<file path="src/hw/iface_clk_pkg.sv">
`default_nettype none
package iface_clk_pkg;
	localparam int unsigned HALF_W       = 12;
	localparam int unsigned BUS_W        = 24;
	localparam int unsigned FIFO_DEPTH   = 4;
	localparam int unsigned PLL_HALF_CYC = 2;
	localparam logic [1:0]  INTERP_1X    = 2'h0;
	localparam logic [1:0]  INTERP_2X    = 2'h1;
	localparam logic [1:0]  INTERP_4X    = 2'h2;
	localparam logic        DUPLEX_FULL  = 1'h1;
	localparam logic        WIDTH_NARROW = 1'h1;
	localparam logic        SRC_PLL      = 1'h1;

	typedef enum logic [1:0] {
		full_duplex_mode,
		half_duplex_wide_mode,
		half_duplex_narrow_mode
	} bus_mode_t;

	typedef struct packed {
		bus_mode_t  mode;
		logic [1:0] interp;
		logic [1:0] pll_code;
		logic       pll_bypass;
		logic       sync_opt;
		logic       err;
	} strap_cfg_t;

	typedef struct packed {
		logic [HALF_W-1:0] hi;
		logic [HALF_W-1:0] lo;
	} word_t;
endpackage
`default_nettype wire

</file>
<file path="src/hw/rx_fifo.sv">
`default_nettype none
module rx_fifo
	import iface_clk_pkg::*;
#(
	parameter int unsigned WIDTH = 24,
	parameter int unsigned DEPTH = FIFO_DEPTH
) (
	// Clock
	input  wire logic             mclk,
	input  wire logic             rst,
	input  wire logic             ce,
	// Fill side
	input  wire logic             in_valid,
	output logic                  in_ready,
	input  wire logic [WIDTH-1:0] in_data,
	// Drain side
	output logic                  out_valid,
	input  wire logic             out_ready,
	output logic [WIDTH-1:0]      out_data
);
	localparam int unsigned AW = (DEPTH > 1) ? $clog2(DEPTH) : 1;

	generate
		if (DEPTH < 2 || (DEPTH & (DEPTH - 1)) != 0) begin : g_bad_depth
			$error("rx_fifo depth must be a power of two, at least 2");
		end
	endgenerate

	logic [WIDTH-1:0] mem_r [DEPTH];
	logic [AW:0]      wr_ptr_r;
	logic [AW:0]      rd_ptr_r;
	logic             push;
	logic             pop;

	// Pointers carry one extra bit so full and empty are told apart
	assign out_valid = (wr_ptr_r != rd_ptr_r);
	assign in_ready  = (wr_ptr_r[AW-1:0] != rd_ptr_r[AW-1:0]) || (wr_ptr_r[AW] == rd_ptr_r[AW]);
	assign push      = ce && in_valid && in_ready;
	assign pop       = ce && out_valid && out_ready;
	assign out_data  = mem_r[rd_ptr_r[AW-1:0]];

	always_ff @(posedge mclk) begin
		if (push) begin
			mem_r[wr_ptr_r[AW-1:0]] <= in_data;
		end
	end

	always_ff @(posedge mclk) begin
		if (rst) begin
			wr_ptr_r <= '0;
			rd_ptr_r <= '0;
		end else begin
			if (push) begin
				wr_ptr_r <= wr_ptr_r + (AW+1)'(1);
			end
			if (pop) begin
				rd_ptr_r <= rd_ptr_r + (AW+1)'(1);
			end
		end
	end
endmodule
`default_nettype wire

</file>
<file path="src/hw/iface_clock_ctrl.sv">
`default_nettype none
module iface_clock_ctrl
	import iface_clk_pkg::*;
#(
	parameter int unsigned PLL_HALF = PLL_HALF_CYC
) (
	// Clock, reset, enable
	input  wire logic              mclk,
	input  wire logic              rst,
	input  wire logic              ce,
	// Reference clock pins
	input  wire logic              ref_clk_a,
	input  wire logic              ref_clk_b,
	// Strap pins
	input  wire logic              duplex_strap,
	input  wire logic              width_strap,
	input  wire logic              interp_sel_hi,
	input  wire logic              interp_sel_lo,
	input  wire logic              sync_opt_strap,
	input  wire logic              spi_cs_n,
	// Control bits
	input  wire logic              secondary_clk_out_en,
	input  wire logic              secondary_clk_src_sel,
	// Interface pins
	input  wire logic              tx_rx_select_pin,
	output logic                   primary_iface_clk,
	output logic                   secondary_iface_pin_out,
	output logic                   secondary_iface_pin_oe_n,
	input  wire logic [BUS_W-1:0]  bus_in,
	output logic [BUS_W-1:0]       bus_out,
	output logic [BUS_W-1:0]       bus_oe_n,
	// Decoded configuration
	output strap_cfg_t             cfg,
	output logic                   cfg_valid,
	// Transmit words to the converter side
	output logic                   tx_valid,
	output word_t                  tx_word,
	// Receive words from the converter side
	input  wire logic              rx_valid,
	output logic                   rx_ready,
	input  wire word_t             rx_word
);
	generate
		if (PLL_HALF < 1 || PLL_HALF > 255) begin : g_bad_pll
			$error("PLL_HALF must lie in 1..255");
		end
	endgenerate

	// Every pin from outside mclk passes two flip-flops
	logic [8:0]       pin_meta_r;
	logic [8:0]       pin_sync_r;
	logic [BUS_W-1:0] bus_meta_r;
	logic [BUS_W-1:0] bus_sync_r;

	always_ff @(posedge mclk) begin
		if (ce) begin
			pin_meta_r <= {ref_clk_a, ref_clk_b, duplex_strap, width_strap, interp_sel_hi,
				interp_sel_lo, sync_opt_strap, spi_cs_n, tx_rx_select_pin};
			pin_sync_r <= pin_meta_r;
			bus_meta_r <= bus_in;
			bus_sync_r <= bus_meta_r;
		end
	end

	logic ref_a_s;
	logic ref_b_s;
	logic tx_sel_s;
	assign ref_a_s  = pin_sync_r[8];
	assign ref_b_s  = pin_sync_r[7];
	assign tx_sel_s = pin_sync_r[0];

	// Straps are caught while reset is held; the board keeps them static after
	strap_cfg_t cfg_r;
	strap_cfg_t cfg_nxt;
	logic       cfg_valid_r;

	always_comb begin
		cfg_nxt            = '0;
		cfg_nxt.interp     = pin_sync_r[4:3];
		cfg_nxt.pll_code   = pin_sync_r[4:3];
		cfg_nxt.pll_bypass = (pin_sync_r[4:3] == INTERP_1X);
		cfg_nxt.sync_opt   = pin_sync_r[2];
		if (pin_sync_r[6] == DUPLEX_FULL) begin
			cfg_nxt.mode = full_duplex_mode;
			cfg_nxt.err  = (pin_sync_r[4:3] != INTERP_2X) && (pin_sync_r[4:3] != INTERP_4X);
		end else begin
			cfg_nxt.mode = (pin_sync_r[5] == WIDTH_NARROW) ? half_duplex_narrow_mode
				: half_duplex_wide_mode;
			cfg_nxt.err  = (pin_sync_r[4:3] == 2'h3);
			if (pin_sync_r[5] == WIDTH_NARROW && pin_sync_r[4:3] == INTERP_1X) begin
				cfg_nxt.err = 1'b1;
			end
		end
	end

	always_ff @(posedge mclk) begin
		if (rst) begin
			cfg_r       <= cfg_nxt;
			cfg_valid_r <= !pin_sync_r[1];
		end
	end

	logic is_fd;
	logic interleaved;
	assign is_fd       = (cfg_r.mode == full_duplex_mode);
	assign interleaved = (cfg_r.mode != half_duplex_wide_mode);

	// PLL stand-in: follows reference B when bypassed, else a fixed-rate divider
	logic [7:0] pll_cnt_r;
	logic       pll_clk_r;
	logic       pll_tick;
	logic       pll_rise;

	assign pll_tick = cfg_r.pll_bypass ? (ref_b_s != pll_clk_r)
		: (pll_cnt_r == 8'(PLL_HALF - 1));
	assign pll_rise = pll_tick && !pll_clk_r;

	always_ff @(posedge mclk) begin
		if (rst) begin
			pll_cnt_r <= 8'h00;
			pll_clk_r <= 1'b0;
		end else if (ce) begin
			pll_cnt_r <= pll_tick ? 8'h00 : pll_cnt_r + 8'h01;
			pll_clk_r <= pll_clk_r ^ pll_tick;
		end
	end

	// Primary clock: reference A in full duplex, else PLL divided by interpolation, divisor halved when interleaved
	logic [1:0] div_code;
	logic       div_cnt_r;
	logic       prim_r;
	logic       prim_q_r;
	logic       prim_nxt;
	logic       prim_rise;
	logic       prim_fall;

	assign div_code = (interleaved && cfg_r.interp != INTERP_1X) ? cfg_r.interp - 2'h1
		: cfg_r.interp;

	always_comb begin
		if (is_fd) begin
			prim_nxt = ref_a_s;
		end else begin
			unique case (div_code)
				2'h0: prim_nxt = pll_clk_r ^ pll_tick;
				2'h1: prim_nxt = prim_r ^ pll_rise;
				default: prim_nxt = prim_r ^ (pll_rise && div_cnt_r);
			endcase
		end
	end

	always_ff @(posedge mclk) begin
		if (rst) begin
			div_cnt_r <= 1'b0;
			prim_r    <= 1'b0;
			prim_q_r  <= 1'b0;
		end else if (ce) begin
			div_cnt_r <= div_cnt_r ^ pll_rise;
			prim_r    <= prim_nxt;
			prim_q_r  <= prim_r;
		end
	end

	assign prim_rise         = prim_r && !prim_q_r;
	assign prim_fall         = !prim_r && prim_q_r;
	assign primary_iface_clk = prim_r;

	// Secondary pin
	logic rx_sync_r;
	logic sec_r;
	logic sec_oe_n_r;

	always_ff @(posedge mclk) begin
		if (rst) begin
			sec_r      <= 1'b0;
			sec_oe_n_r <= 1'b1;
		end else if (ce) begin
			if (is_fd) begin
				sec_oe_n_r <= 1'b0;
				// Enable inverts the clock in full duplex; with the sync option the pin carries rx_sync_r instead
				sec_r <= cfg_r.sync_opt ? rx_sync_r : ref_a_s ^ secondary_clk_out_en;
			end else if (secondary_clk_out_en) begin
				sec_oe_n_r <= 1'b0;
				sec_r      <= (secondary_clk_src_sel == SRC_PLL) ? pll_clk_r : ref_a_s;
			end else begin
				sec_oe_n_r <= 1'b1;
				sec_r      <= 1'b0;
			end
		end
	end

	assign secondary_iface_pin_out  = sec_r;
	assign secondary_iface_pin_oe_n = sec_oe_n_r;

	// Transmit capture
	logic              tx_active;
	logic              tx_half_r;
	logic [HALF_W-1:0] tx_hi_r;
	logic [HALF_W-1:0] tx_lane;
	logic              tx_valid_r;
	word_t             tx_word_r;

	assign tx_active = is_fd || tx_sel_s;
	assign tx_lane   = is_fd ? bus_sync_r[BUS_W-1:HALF_W] : bus_sync_r[HALF_W-1:0];

	always_ff @(posedge mclk) begin
		if (rst) begin
			tx_half_r  <= 1'b0;
			tx_hi_r    <= '0;
			tx_valid_r <= 1'b0;
			tx_word_r  <= '0;
		end else if (ce) begin
			tx_valid_r <= 1'b0;
			if (prim_fall && tx_active) begin
				if (!interleaved) begin
					tx_word_r  <= bus_sync_r;
					tx_valid_r <= 1'b1;
				end else if (!tx_half_r) begin
					tx_hi_r   <= tx_lane;
					tx_half_r <= 1'b1;
				end else begin
					tx_word_r  <= {tx_hi_r, tx_lane};
					tx_valid_r <= 1'b1;
					tx_half_r  <= 1'b0;
				end
			end
		end
	end

	assign tx_valid = tx_valid_r;
	assign tx_word  = tx_word_r;

	// Receive launch through the FIFO; when it runs dry the bus holds the last word, or its low half when interleaved
	logic              rx_active;
	logic              rx_half_r;
	logic              fifo_valid;
	logic              fifo_pop;
	word_t             fifo_word;
	logic [HALF_W-1:0] rx_lo_r;
	logic [BUS_W-1:0]  bus_out_r;
	logic [BUS_W-1:0]  oe_mask;
	logic [BUS_W-1:0]  bus_oe_n_r;
	logic              sync_pin;

	assign rx_active = is_fd || !tx_sel_s;
	assign fifo_pop  = prim_rise && rx_active && !(interleaved && rx_half_r);
	assign sync_pin  = cfg_r.sync_opt && (cfg_r.mode == half_duplex_narrow_mode);

	rx_fifo #(
		.WIDTH ($bits(word_t)),
		.DEPTH (FIFO_DEPTH)
	) u_rx_fifo (
		.mclk      (mclk),
		.rst       (rst),
		.ce        (ce),
		.in_valid  (rx_valid),
		.in_ready  (rx_ready),
		.in_data   (rx_word),
		.out_valid (fifo_valid),
		.out_ready (fifo_pop),
		.out_data  (fifo_word)
	);

	always_ff @(posedge mclk) begin
		if (rst) begin
			rx_half_r <= 1'b0;
			rx_lo_r   <= '0;
			rx_sync_r <= 1'b0;
			bus_out_r <= '0;
		end else if (ce && prim_rise && rx_active) begin
			if (!interleaved) begin
				if (fifo_valid) begin
					bus_out_r <= fifo_word;
				end
			end else if (!rx_half_r) begin
				if (fifo_valid) begin
					bus_out_r[HALF_W-1:0] <= fifo_word.hi;
					bus_out_r[BUS_W-1]    <= 1'b0;
					rx_lo_r               <= fifo_word.lo;
					rx_half_r             <= 1'b1;
					rx_sync_r             <= 1'b0;
				end
			end else begin
				bus_out_r[HALF_W-1:0] <= rx_lo_r;
				bus_out_r[BUS_W-1]    <= sync_pin;
				rx_half_r             <= 1'b0;
				rx_sync_r             <= 1'b1;
			end
		end
	end

	always_comb begin
		oe_mask = '0;
		if (is_fd) begin
			oe_mask[HALF_W-1:0] = '1;
		end else if (rx_active) begin
			if (interleaved) begin
				oe_mask[HALF_W-1:0] = '1;
				oe_mask[BUS_W-1]    = sync_pin;
			end else begin
				oe_mask = '1;
			end
		end
	end

	always_ff @(posedge mclk) begin
		if (rst) begin
			bus_oe_n_r <= '1;
		end else if (ce) begin
			bus_oe_n_r <= ~oe_mask;
		end
	end

	assign bus_out   = bus_out_r;
	assign bus_oe_n  = bus_oe_n_r;
	assign cfg       = cfg_r;
	assign cfg_valid = cfg_valid_r;
endmodule
`default_nettype wire

</file>
<file path="config.mk">
export PLATFORM = sky130hd
export DESIGN_NAME = iface_clock_ctrl
export DESIGN_NICKNAME = d
export VERILOG_FILES = /design/src/hw/iface_clk_pkg.sv /design/src/hw/rx_fifo.sv /design/src/hw/iface_clock_ctrl.sv
export SDC_FILE = /design/constraint.sdc
export NUM_CORES = 1
export LEC_CHECK = 0
export BUFFER_PORTS_ARGS = -buffer_cell sky130_fd_sc_hd__buf_2
export CORE_AREA = 2 2 174 125
export CTS_CLUSTER_DIAMETER = 150
export DETAILED_ROUTE_END_ITERATION = 7
export DIE_AREA = 0 0 176 127
export GPL_TIMING_DRIVEN = 0
export PLACE_DENSITY = 0.74
export SLEW_MARGIN = 20
export SYNTH_ARGS = -nofsm -noshare
export SYNTH_HDL_FRONTEND = slang
export SYNTH_SLANG_ARGS = --single-unit
export TNS_END_PERCENT = 10
</file>
<file path="constraint.sdc">
create_clock -name mclk -period 2 [get_ports mclk]
set_input_delay 0.3 -clock mclk [delete_from_list [all_inputs] [get_ports mclk]]
set_output_delay 0.3 -clock mclk [all_outputs]
set_load 0.01 [all_outputs]
</file>
==> results of run 1 <==
-- registers in the layout, indices dropped and copies added (netlist names), 3 cells and up, named ones only --
register	flops
bus_sync_r	24
cfg	7
bus_out	24
tx_word	24
u_rx_fifo.wr_ptr_r	3
rx_lo_r	12
tx_hi_r	12
bus_meta_r	24
u_rx_fifo.rd_ptr_r	3
pin_sync_r	9
bus_oe_n	3
pll_cnt_r	8
pin_meta_r	9
u_rx_fifo.mem_r	96
-- routing by layer --
| layer | share of wire (%) | GRT usage, % | wire length (um) | up-vias |
|---|---|---|---|---|
| met5 | 0 | 0 | 0 | - |
| met1 | 47 | 33.1 | 11200 | 3277 |
| met4 | 2.1 | 5.30 | 513 | 0 |
| met2 | 44 | 33.3 | 10700 | 269 |
| li1 | - | - | - | 3146 |
| met3 | 6.9 | 3.33 | 1670 | 38 |
-- placed cells by master, fill, tap and decap left out, drive strengths merged, types with 28 or more instances in the layout --
master	instances
mux2i	51
a211oi	28
buf	203
edfxtp	170
nand2	32
clkbuf	55
nor2	94
a21oi	30
dlygate4sd3	49
dfxtp	101
-- final timing paths --
kind	startpoint	to	slack, ps	cells after the start
setup / recovery	cfg[7]$_SDFFCE_PP0P_	rx_lo_r[3]$_SDFFE_PP0P_	30	7
hold / removal	rx_word[14]	u_rx_fifo.mem_r[2][14]$_DFFE_PP_	10	1
setup reg to reg	cfg[7]$_SDFFCE_PP0P_	rx_lo_r[3]$_SDFFE_PP0P_	30	7
hold reg to reg	pin_meta_r[2]$_DFFE_PP_	pin_sync_r[2]$_DFFE_PP_	420	0
-- cells by family (layout without fill, tap and decap cells) --
family          count (synthesis)  count (layout)  share of synthesized area (%)
flops                         271             271                           68.7
simple gates                  165             168                           7.35
compound gates                104             104                           7.03
mux                            76              76                           10.2
buf+inv                        74             329                           3.86
xor+xnor                       17              17                           1.43
fa+ha+maj                      12              12                           1.45
-- synth_stat cells, types with 2 or more instances --
cell / count
nor2b_1: 2
buf_6: 2
o211ai_1: 3
buf_1: 5
and2_1: 5
dfxtp_1: 101
nand3_1: 6
xnor2_1: 7
buf_2: 14
nand2b_1: 3
edfxtp_1: 170
mux4_2: 24
and3b_1: 2
a211oi_1: 28
nand3b_1: 3
nand2_1: 32
mux2i_1: 51
inv_1: 12
nand4_1: 4
a311oi_1: 13
buf_4: 24
xor2_1: 10
ha_1: 12
and3_1: 4
clkbuf_1: 16
o21ai_0: 6
a31oi_1: 2
a21oi_1: 30
nor3_1: 2
nand4b_1: 2
a22o_1: 12
nor2_1: 92
-- where the power goes --
part | internal, mW | leakage (nW) | switching (mW)
sequential | 6.15 | 2.41 | 0.105
clock | 2.61 | 0.372 | 1.96
combinational | 0.372 | 2.14 | 0.453
total | 9.12 | 4.93 | 2.52
-- metrics by stage --
stage	instances	hold WS (ps)	util, %	setup TNS (ps)
finish	1253	11.2	63.5	0
floorplan	719	399	-	-1070
global placement	1144	402	55.9	-268320
global route	1253	3.96	63.5	-435
detailed placement	1145	405	56.0	-122900
CTS	1243	0.408	62.6	-1410
-- timing repair --
action / CTS / global route
setup endpoints to repair: 155 / 105
resized for setup: 21 / 39
hold endpoints to repair: 93 / 1
gates cloned: 3 / 1
setup buffers: 2 / 9
pin swaps: 4 / 7
hold buffers: 48 / 1
-- cell type report --
| cell class | count | area (sq um) | area share [%] |
|---|---|---|---|
| multi-input cells | 377 | 2960 | 22.7 |
| well taps | 276 | 345 | 2.65 |
| inverters | 13 | 48.8 | 0.374 |
| flip-flops and latches | 271 | 7130 | 54.7 |
| plain buffers | 60 | 418 | 3.21 |
| repair buffers | 211 | 1360 | 10.4 |
| clock buffers | 36 | 677 | 5.19 |
| clock inverters | 9 | 93.8 | 0.720 |
==> metrics.yaml, run 1 <==
outcome: "finished with violations"
violations: "design-rule violations"
worst_slack_ps: 25.5
cp.buffers_inverters: 2
synth_fp_nets: 794
cap_violations: 0
min_period_ps: 1970
cts_htree_levels: 1
die_area_sq_um: 22400
synth_warnings: 0
p_per_area_nw_per_um2: 893
synthCells: 719
crit_slowest_cell: "edfxtp_1"
fin_area_sq_um: 13000
grt_max_degree: 49
hpwl_um: 15400
viasPerCell: 5.37
fin_skew_ps: 19.7
cts_tree: "done"
antenna_found_initial: 0
grt_pass1_vias: 6671
wl_per_cell_um: 19.3
netlist_area_sq_um: 10400
track_usage_pct: 21.8
root_buffer: "clkbuf_16"
rsz0062_at_grt: "true"
drt_iter0_drc: 614
fill_cells: 1554
start_kind: "flip-flop"
slowest_delay_ps: 460
portBuffers: 149
path_class: "flip-flop to flip-flop"
final_layout_size_suffix_gt1_share_pct: 29.9
clk_pin_slew_ps: 60
num_vias: 6730
dr.pass1.iters: 8
synth_top_area_cell: "edfxtp_1"
p_leak_nw: 4.93
grt_pass1_wl_um: 37200
ys_async_sr_fraction_pct: 0
cp.required_ps: 2390
finalSetupViolations: 0
routed_wl_um: 24200
synth_area_leaders: "edfxtp_1 (49%), dfxtp_1 (19%), mux4_2 (5.2%)"
cp_data_arrival_time_ps: 2360
cpLargestDelayFamily: "simple AND/OR/NAND/NOR gates"
irDropWorstVdd_v: 0.000526
synth_top_area_share_pct: 49.2
layout.nets: 1034
finalCritPeriodShare_pct: 98.7
numCtsBuffers: 25
synth_cell_types: 52
drc: 6
ys_seq_area_share_pct: 68.7
grt-ovfl-total: 0
synth-seq-cells: 271
cts.sinks: 271
rows: 44
fp.coreArea_sq_um: 20500
post_dp_cell_area_sq_um: 11500
pre_cts_ws_ps: -1050
fp.dieH_um: 127
gp_congestion: 0.824
slew_headroom_pct: 46.6
hold_violations: 0
die_x_um: 176
ant_nets: 0
cp_max_fo: 5
clock.fmax_mhz: 506
synth_flop_cell: "edfxtp_1"
synth_edf_count: 170
maxSlewViolCount: 0
cts_buffer_depth: 3
power_mw: 11.6
min_path_type: "primary input to flip-flop"
io_pins: 150
worstMarginPinSlew_ps: 802
area_growth_syn_to_layout_pct: 25.6
syn_area_per_cell_sq_um: 14.4
insertion_delay_ps: 520
crit_path_end_kind: "flip-flop"
path_cells: "nor2b_4, buf_6, a211o_4, nor3_4, buf_4, mux2i_1, nor2_1"
initial_core_util_pct: 50.6
antenna_cells: 0
Power figures use the tool's default switching activity.
==> run 2, diff against run 1 <==
Settings changed: CAP_MARGIN set to 20, CELL_PAD_IN_SITES_DETAIL_PLACEMENT set to 2, CELL_PAD_IN_SITES_GLOBAL_PLACEMENT set to 2, CORE_AREA 2 2 174 125 to 2 2 206 148, DIE_AREA 0 0 176 127 to 0 0 208 150, PLACE_DENSITY 0.74 to unset, PLACE_DENSITY_LB_ADDON set to 0.1.
==> run 2 against run 1 <==
  * The flow now finishes without violations
  * Hold slack better by 23 ps
  * Flip-flop and latch count unchanged
  * Sequential share of layout area decreased by 1.8 points
  * Largest cell class unchanged
  * Largest power group unchanged
==> metrics.yaml, run 2 (same netlist as run 1, synthesis figures left out) <==
die_area_sq_um: 31200  # +40%
cp_data_arrival_time_ps: 2360  # about the same
numCtsBuffers: 28  # +12%
die_x_um: 208  # +18%
cts.sinks: 271  # unchanged
drc: 0  # -6
hold_violations: 0  # unchanged
cp.buffers_inverters: 2  # unchanged
drt_iter0_drc: 314  # -49%
crit_path_end_kind: "flip-flop"
worstMarginPinSlew_ps: 849  # +47.5 ps
outcome: "complete, no violations"
slew_headroom_pct: 43.4  # -3.2 points
p_leak_nw: 5.05  # +2.5%
initial_core_util_pct: 35.4  # -15 points
cap_violations: 0  # unchanged
final_layout_size_suffix_gt1_share_pct: 31.4  # +1.5 points
layout_common_cells: "edfxtp_1 (170), buf_2 (151), dfxtp_1 (101)"
largest_reg_flops: 96  # unchanged
clock.fmax_mhz: 513  # +1.3%
dr.pass1.iters: 4  # -4
rows: 53  # +20%
pre_cts_ws_ps: -1300  # -257 ps
fin_area_sq_um: 13500  # +3.5%
ant_nets: 0  # unchanged
cp_max_fo: 10  # +5
post_dp_cell_area_sq_um: 11600  # +1.2%
cts_htree_levels: 1  # unchanged
track_usage_pct: 19.4  # -2.3 points
min_period_ps: 1950  # -26.1 ps
fp.dieH_um: 150  # +18%
clk_pin_slew_ps: 60  # about the same
hpwl_um: 20500  # +33%
slowest_delay_ps: 500  # +40 ps
viasPerCell: 4.95  # -7.8%
maxSlewViolCount: 0  # unchanged
worst_slack_ps: 51.5  # +26.1 ps
cp.required_ps: 2420  # +30 ps
start_kind: "flip-flop"
grt_pass1_wl_um: 45800  # +23%
cpLargestDelayFamily: "flip-flops"
layout_commonest_cell: "edfxtp_1"
fp.coreArea_sq_um: 29300  # +43%
io_pins: 150  # unchanged
rsz0062_at_grt: "true"
path_class: "flip-flop to flip-flop"
layout.nets: 1048  # +1.4%
p_per_area_nw_per_um2: 905  # +1.4%
finalCritPeriodShare_pct: 97.4  # -1.3 points
portBuffers: 149  # unchanged
antenna_cells: 0  # unchanged
wl_per_cell_um: 22.0  # +14%
grt_pass1_vias: 7506  # +13%
gp_congestion: 0.775  # -6.0%
num_vias: 6833  # +1.5%
irDropWorstVdd_v: 0.000615  # +17%
fin_skew_ps: 10.3  # -9.35 ps
routed_wl_um: 30300  # +25%
crit_slowest_cell: "edfxtp_1"
antenna_found_initial: 0  # unchanged
grt-ovfl-total: 0  # unchanged
cts_buffer_depth: 3  # unchanged
finalSetupViolations: 0  # unchanged
root_buffer: "clkbuf_16"
cts_tree: "done"
area_growth_syn_to_layout_pct: 29.9
path_cells: "nor2b_4, buf_8, a211o_4, nor3_4, buf_6, mux2i_1, nor2_1"
insertion_delay_ps: 550  # +30 ps
grt_max_degree: 57  # +16%
min_path_type: "primary input to flip-flop"
## run 2: final timing paths
| check | from | end | slack, ps | depth (start not counted) |
|---|---|---|---|---|
| max | cfg[7]$_SDFFCE_PP0P_ | rx_lo_r[10]$_SDFFE_PP0P_ | 50 | 7 |
| min | rx_word[4] | u_rx_fifo.mem_r[2][4]$_DFFE_PP_ | 30 | 1 |
| max reg2reg | cfg[7]$_SDFFCE_PP0P_ | rx_lo_r[10]$_SDFFE_PP0P_ | 50 | 7 |
| min reg2reg | pin_meta_r[8]$_DFFE_PP_ | pin_sync_r[8]$_DFFE_PP_ | 420 | 0 |
## run 2: what timing repair did
action / CTS / global route
hold buffers: 57 / 0
resized for setup: 30 / 49
setup buffers: 8 / 7
cloned: 4 / 1
pin swaps: 7 / 7
hold endpoints to repair: 126 / 0
setup endpoints to repair: 170 / 57
## run 2: power breakdown
| group | internal, mW | switching (mW) | leakage, nW |
|---|---|---|---|
| combinational | 0.394 | 0.507 | 2.21 |
| clock | 2.89 | 2.16 | 0.428 |
| sequential | 6.15 | 0.106 | 2.41 |
## run 2: worst reg2reg max path: cells and delay by family, from the launching register on
family,cells,cell delay [ps]
flip-flops,1,500
AND/OR/NAND/NOR,3,440
buffers and inverters,2,340
AO/OA/AOI/OAI,1,300
multiplexers,1,240
## run 2: per-layer routing
metal,global-route usage (%),up-vias,routed length [um]
met4,3.69,0,467
met1,28.1,3498,14700
met2,30.9,133,13800
li1,-,3163,-
met5,0,-,0
met3,3.50,39,1420
## run 2: stage by stage
step	power (mW)	cells	TNS, ps	hold slack, ps	utilization, %
finish	12.2	1380	0	34.6	46.0
global route	12.7	1380	-305	13.6	46.0
CTS	12.3	1373	-24.4	0.932	45.3
detailed placement	7.12	1254	-156130	406	39.7
global placement	7.07	1253	-293520	404	39.6
floorplan	6.73	719	-1070	399	-
## run 2: final cells by class
| type | instances | area (sq um) |
|---|---|---|
| buffer | 58 | 447 |
| sequential | 271 | 7130 |
| multi-input combinational | 378 | 3030 |
| clock buffer | 45 | 805 |
| clock inverter | 7 | 77.6 |
| fill | 2897 | 15800 |
| inverter | 13 | 48.8 |
| timing repair buffer | 223 | 1470 |
| tap | 385 | 482 |
==> run 3, diff against run 2 <==
Clock period 2 ns to 1.63 ns, I/O delays scaled along.
==> run 3 against run 2 <==
  * Setup slack worse by 300 ps
  * Global-route usage rose by 1.3 points
  * Clock skew rose by 4.5 ps
  * Count of clock-buffer cells in the layout decreased by 1
  * Sequential share of layout area down 2.7 points
  * Non-clock buffer count is 35 higher
  * Combinational power grew 42%
  * The run now ends with negative setup slack left
  * Hold slack improved by 45 ps
  * Critical path type unchanged
  * Final cell count grew 2.7%
  * Flip-flop and latch count is the same
==> metrics.yaml, run 3 (same netlist as run 1, synthesis figures left out) <==
outcome: "finished with violations"
violations: "negative setup slack"
portBuffers: 149  # unchanged
path_class: "flip-flop to flip-flop"
root_buffer: "clkbuf_16"
stdcell_count: 1417  # +2.7%
numCtsBuffers: 28  # unchanged
path_cells: "buf_4, or2_4, a21oi_4, and3_4, buf_12, mux2i_1, nor2_1"
grt_pass1_wl_um: 48700  # +6.3%
layout_common_cells: "edfxtp_1 (170), buf_2 (148), dfxtp_1 (86)"
wl_per_cell_um: 23.1  # +5.4%
cp_max_fo: 10  # unchanged
clock.fmax_mhz: 533  # +3.8%
slowest_delay_ps: 470  # -30 ps
die_x_um: 208  # unchanged
cts_htree_levels: 1  # unchanged
pre_cts_ws_ps: -1300  # +7.61 ps
worst_slack_ps: -247  # -299 ps
p_leak_nw: 5.38  # +6.6%
gp_congestion: 0.750  # -3.2%
cts.sinks: 271  # unchanged
die_area_sq_um: 31200  # unchanged
viasPerCell: 5.05  # +2.0%
p_per_area_nw_per_um2: 1070  # +19%
fp.coreArea_sq_um: 29300  # unchanged
crit_path_end_kind: "flip-flop"
fin_skew_ps: 14.8  # +4.46 ps
layout.nets: 1085  # +3.5%
cp_data_arrival_time_ps: 2290  # -70 ps
grt_pass1_vias: 7833  # +4.4%
dr.pass1.iters: 7  # +3
initial_core_util_pct: 35.4  # unchanged
min_period_ps: 1880  # -71.0 ps
hpwl_um: 20900  # +1.6%
start_kind: "flip-flop"
antenna_cells: 0  # unchanged
cp.required_ps: 2040  # -380 ps
num_vias: 7158  # +4.8%
finalSetupViolations: 169  # +169
layout_commonest_cell: "edfxtp_1"
insertion_delay_ps: 560  # about the same
drt_iter0_drc: 342  # +8.9%
clk_pin_slew_ps: 60  # about the same
final.setup.tns_ps: -19540  # -19540 ps
track_usage_pct: 20.8  # +1.3 points
cap_violations: 0  # unchanged
irDropWorstVdd_v: 0.000669  # +8.8%
worstMarginPinSlew_ps: 989  # +140 ps
fin_util_pct: 48.7  # +2.7 points
largest_reg_flops: 96  # unchanged
fp.dieH_um: 150  # unchanged
ant_nets: 0  # unchanged
cts_tree: "done"
cts_buffer_depth: 3  # unchanged
slew_headroom_pct: 34.0  # -9.3 points
routed_wl_um: 32800  # +8.2%
fin_hold_ws_ps: 79.9  # +45.4 ps
finalCritPeriodShare_pct: 115  # +18 points
final_layout_size_suffix_gt1_share_pct: 39.2  # +7.9 points
min_path_type: "primary input to flip-flop"
rows: 53  # unchanged
crit_slowest_cell: "edfxtp_1"
io_pins: 150  # unchanged
rsz0062_at_grt: "true"
grt-ovfl-total: 0  # unchanged
antenna_found_initial: 0  # unchanged
grt_max_degree: 42  # -26%
maxSlewViolCount: 0  # unchanged
drc: 0  # unchanged
hold_violations: 0  # unchanged
area_growth_syn_to_layout_pct: 37.5
dp.cells: 1254  # unchanged
==> run 3: changes by cell type in the layout (fill, tap and decap cells not counted), sizes merged <==
cell / delta
clkinv: +1
dlygate4sd3: +1
buf: +37
a31oi: +1
and2: +1
clkbuf: -4
==> run 3: area by class of cell <==
type                            instances  area [sq um]
Inverter                               13          48.8
Fill cell                            2814         15000
Clock buffer                           44           831
Timing Repair Buffer                  257          1880
Clock inverter                          8          73.8
Multi-Input combinational cell        380          3250
Tap cell                              385           482
Sequential cell                       271          7160
Buffer                                 59           552
==> run 3: per-layer routing <==
metal  part of all wire [%]  GRT usage, %  wire length (um)  vias up
met1                     48          30.1             15800     3710
li1                       -             -                 -     3244
met4                    1.5          4.57               491        0
met2                     46          32.7             15000      172
met5                      0             0                 0        -
met3                    4.3          3.69              1430       32
==> run 3: critical path, delay by kind of cell, from the launching register on <==
| kind | cells | cell delay, ps |
|---|---|---|
| AOI/OAI and AO/OA | 1 | 170 |
| and+or+nand+nor | 3 | 540 |
| DFF | 1 | 470 |
| muxes | 1 | 220 |
| buffers and inverters | 2 | 340 |
==> run 3: final timing paths <==
| path | end | startpoint | depth (start not counted) | slack [ps] |
|---|---|---|---|---|
| worst max register to register | bus_out[17]$_SDFFE_PP0P_ | cfg[7]$_SDFFCE_PP0P_ | 7 | -250 |
| worst min-delay path | cfg[1]$_DFFE_PP_ | rst | 1 | 80 |
| worst min register to register | bus_sync_r[8]$_DFFE_PP_ | bus_meta_r[8]$_DFFE_PP_ | 0 | 420 |
| worst max-delay path | bus_out[17]$_SDFFE_PP0P_ | cfg[7]$_SDFFCE_PP0P_ | 7 | -250 |
==> run 3: stage by stage <==
step / area [sq um] / power, mW
after detailed placement: 11600 / 8.75
final: 14300 / 15.3
after global placement: 11600 / 8.68
after global routing: 14300 / 15.9
after CTS: 13900 / 15.4
after floorplan: 10400 / 8.26
==> run 3: what timing repair did <==
| action | in CTS | in global routing |
|---|---|---|
| endpoints found under the hold margin | 131 | 0 |
| endpoints found under the setup margin | 213 | 199 |
| setup buffers | 32 | 11 |
| hold buffers | 58 | 0 |
| resized for setup | 136 | 60 |
| gates cloned | 12 | 1 |
| pin swaps | 52 | 30 |
==> run 3: where the power goes <==
part / leakage (nW) / switching [mW] / internal (mW)
combinational: 2.52 / 0.693 / 0.590
sequential: 2.42 / 0.149 / 7.54
clock: 0.446 / 2.71 / 3.65
total: 5.38 / 3.55 / 11.8
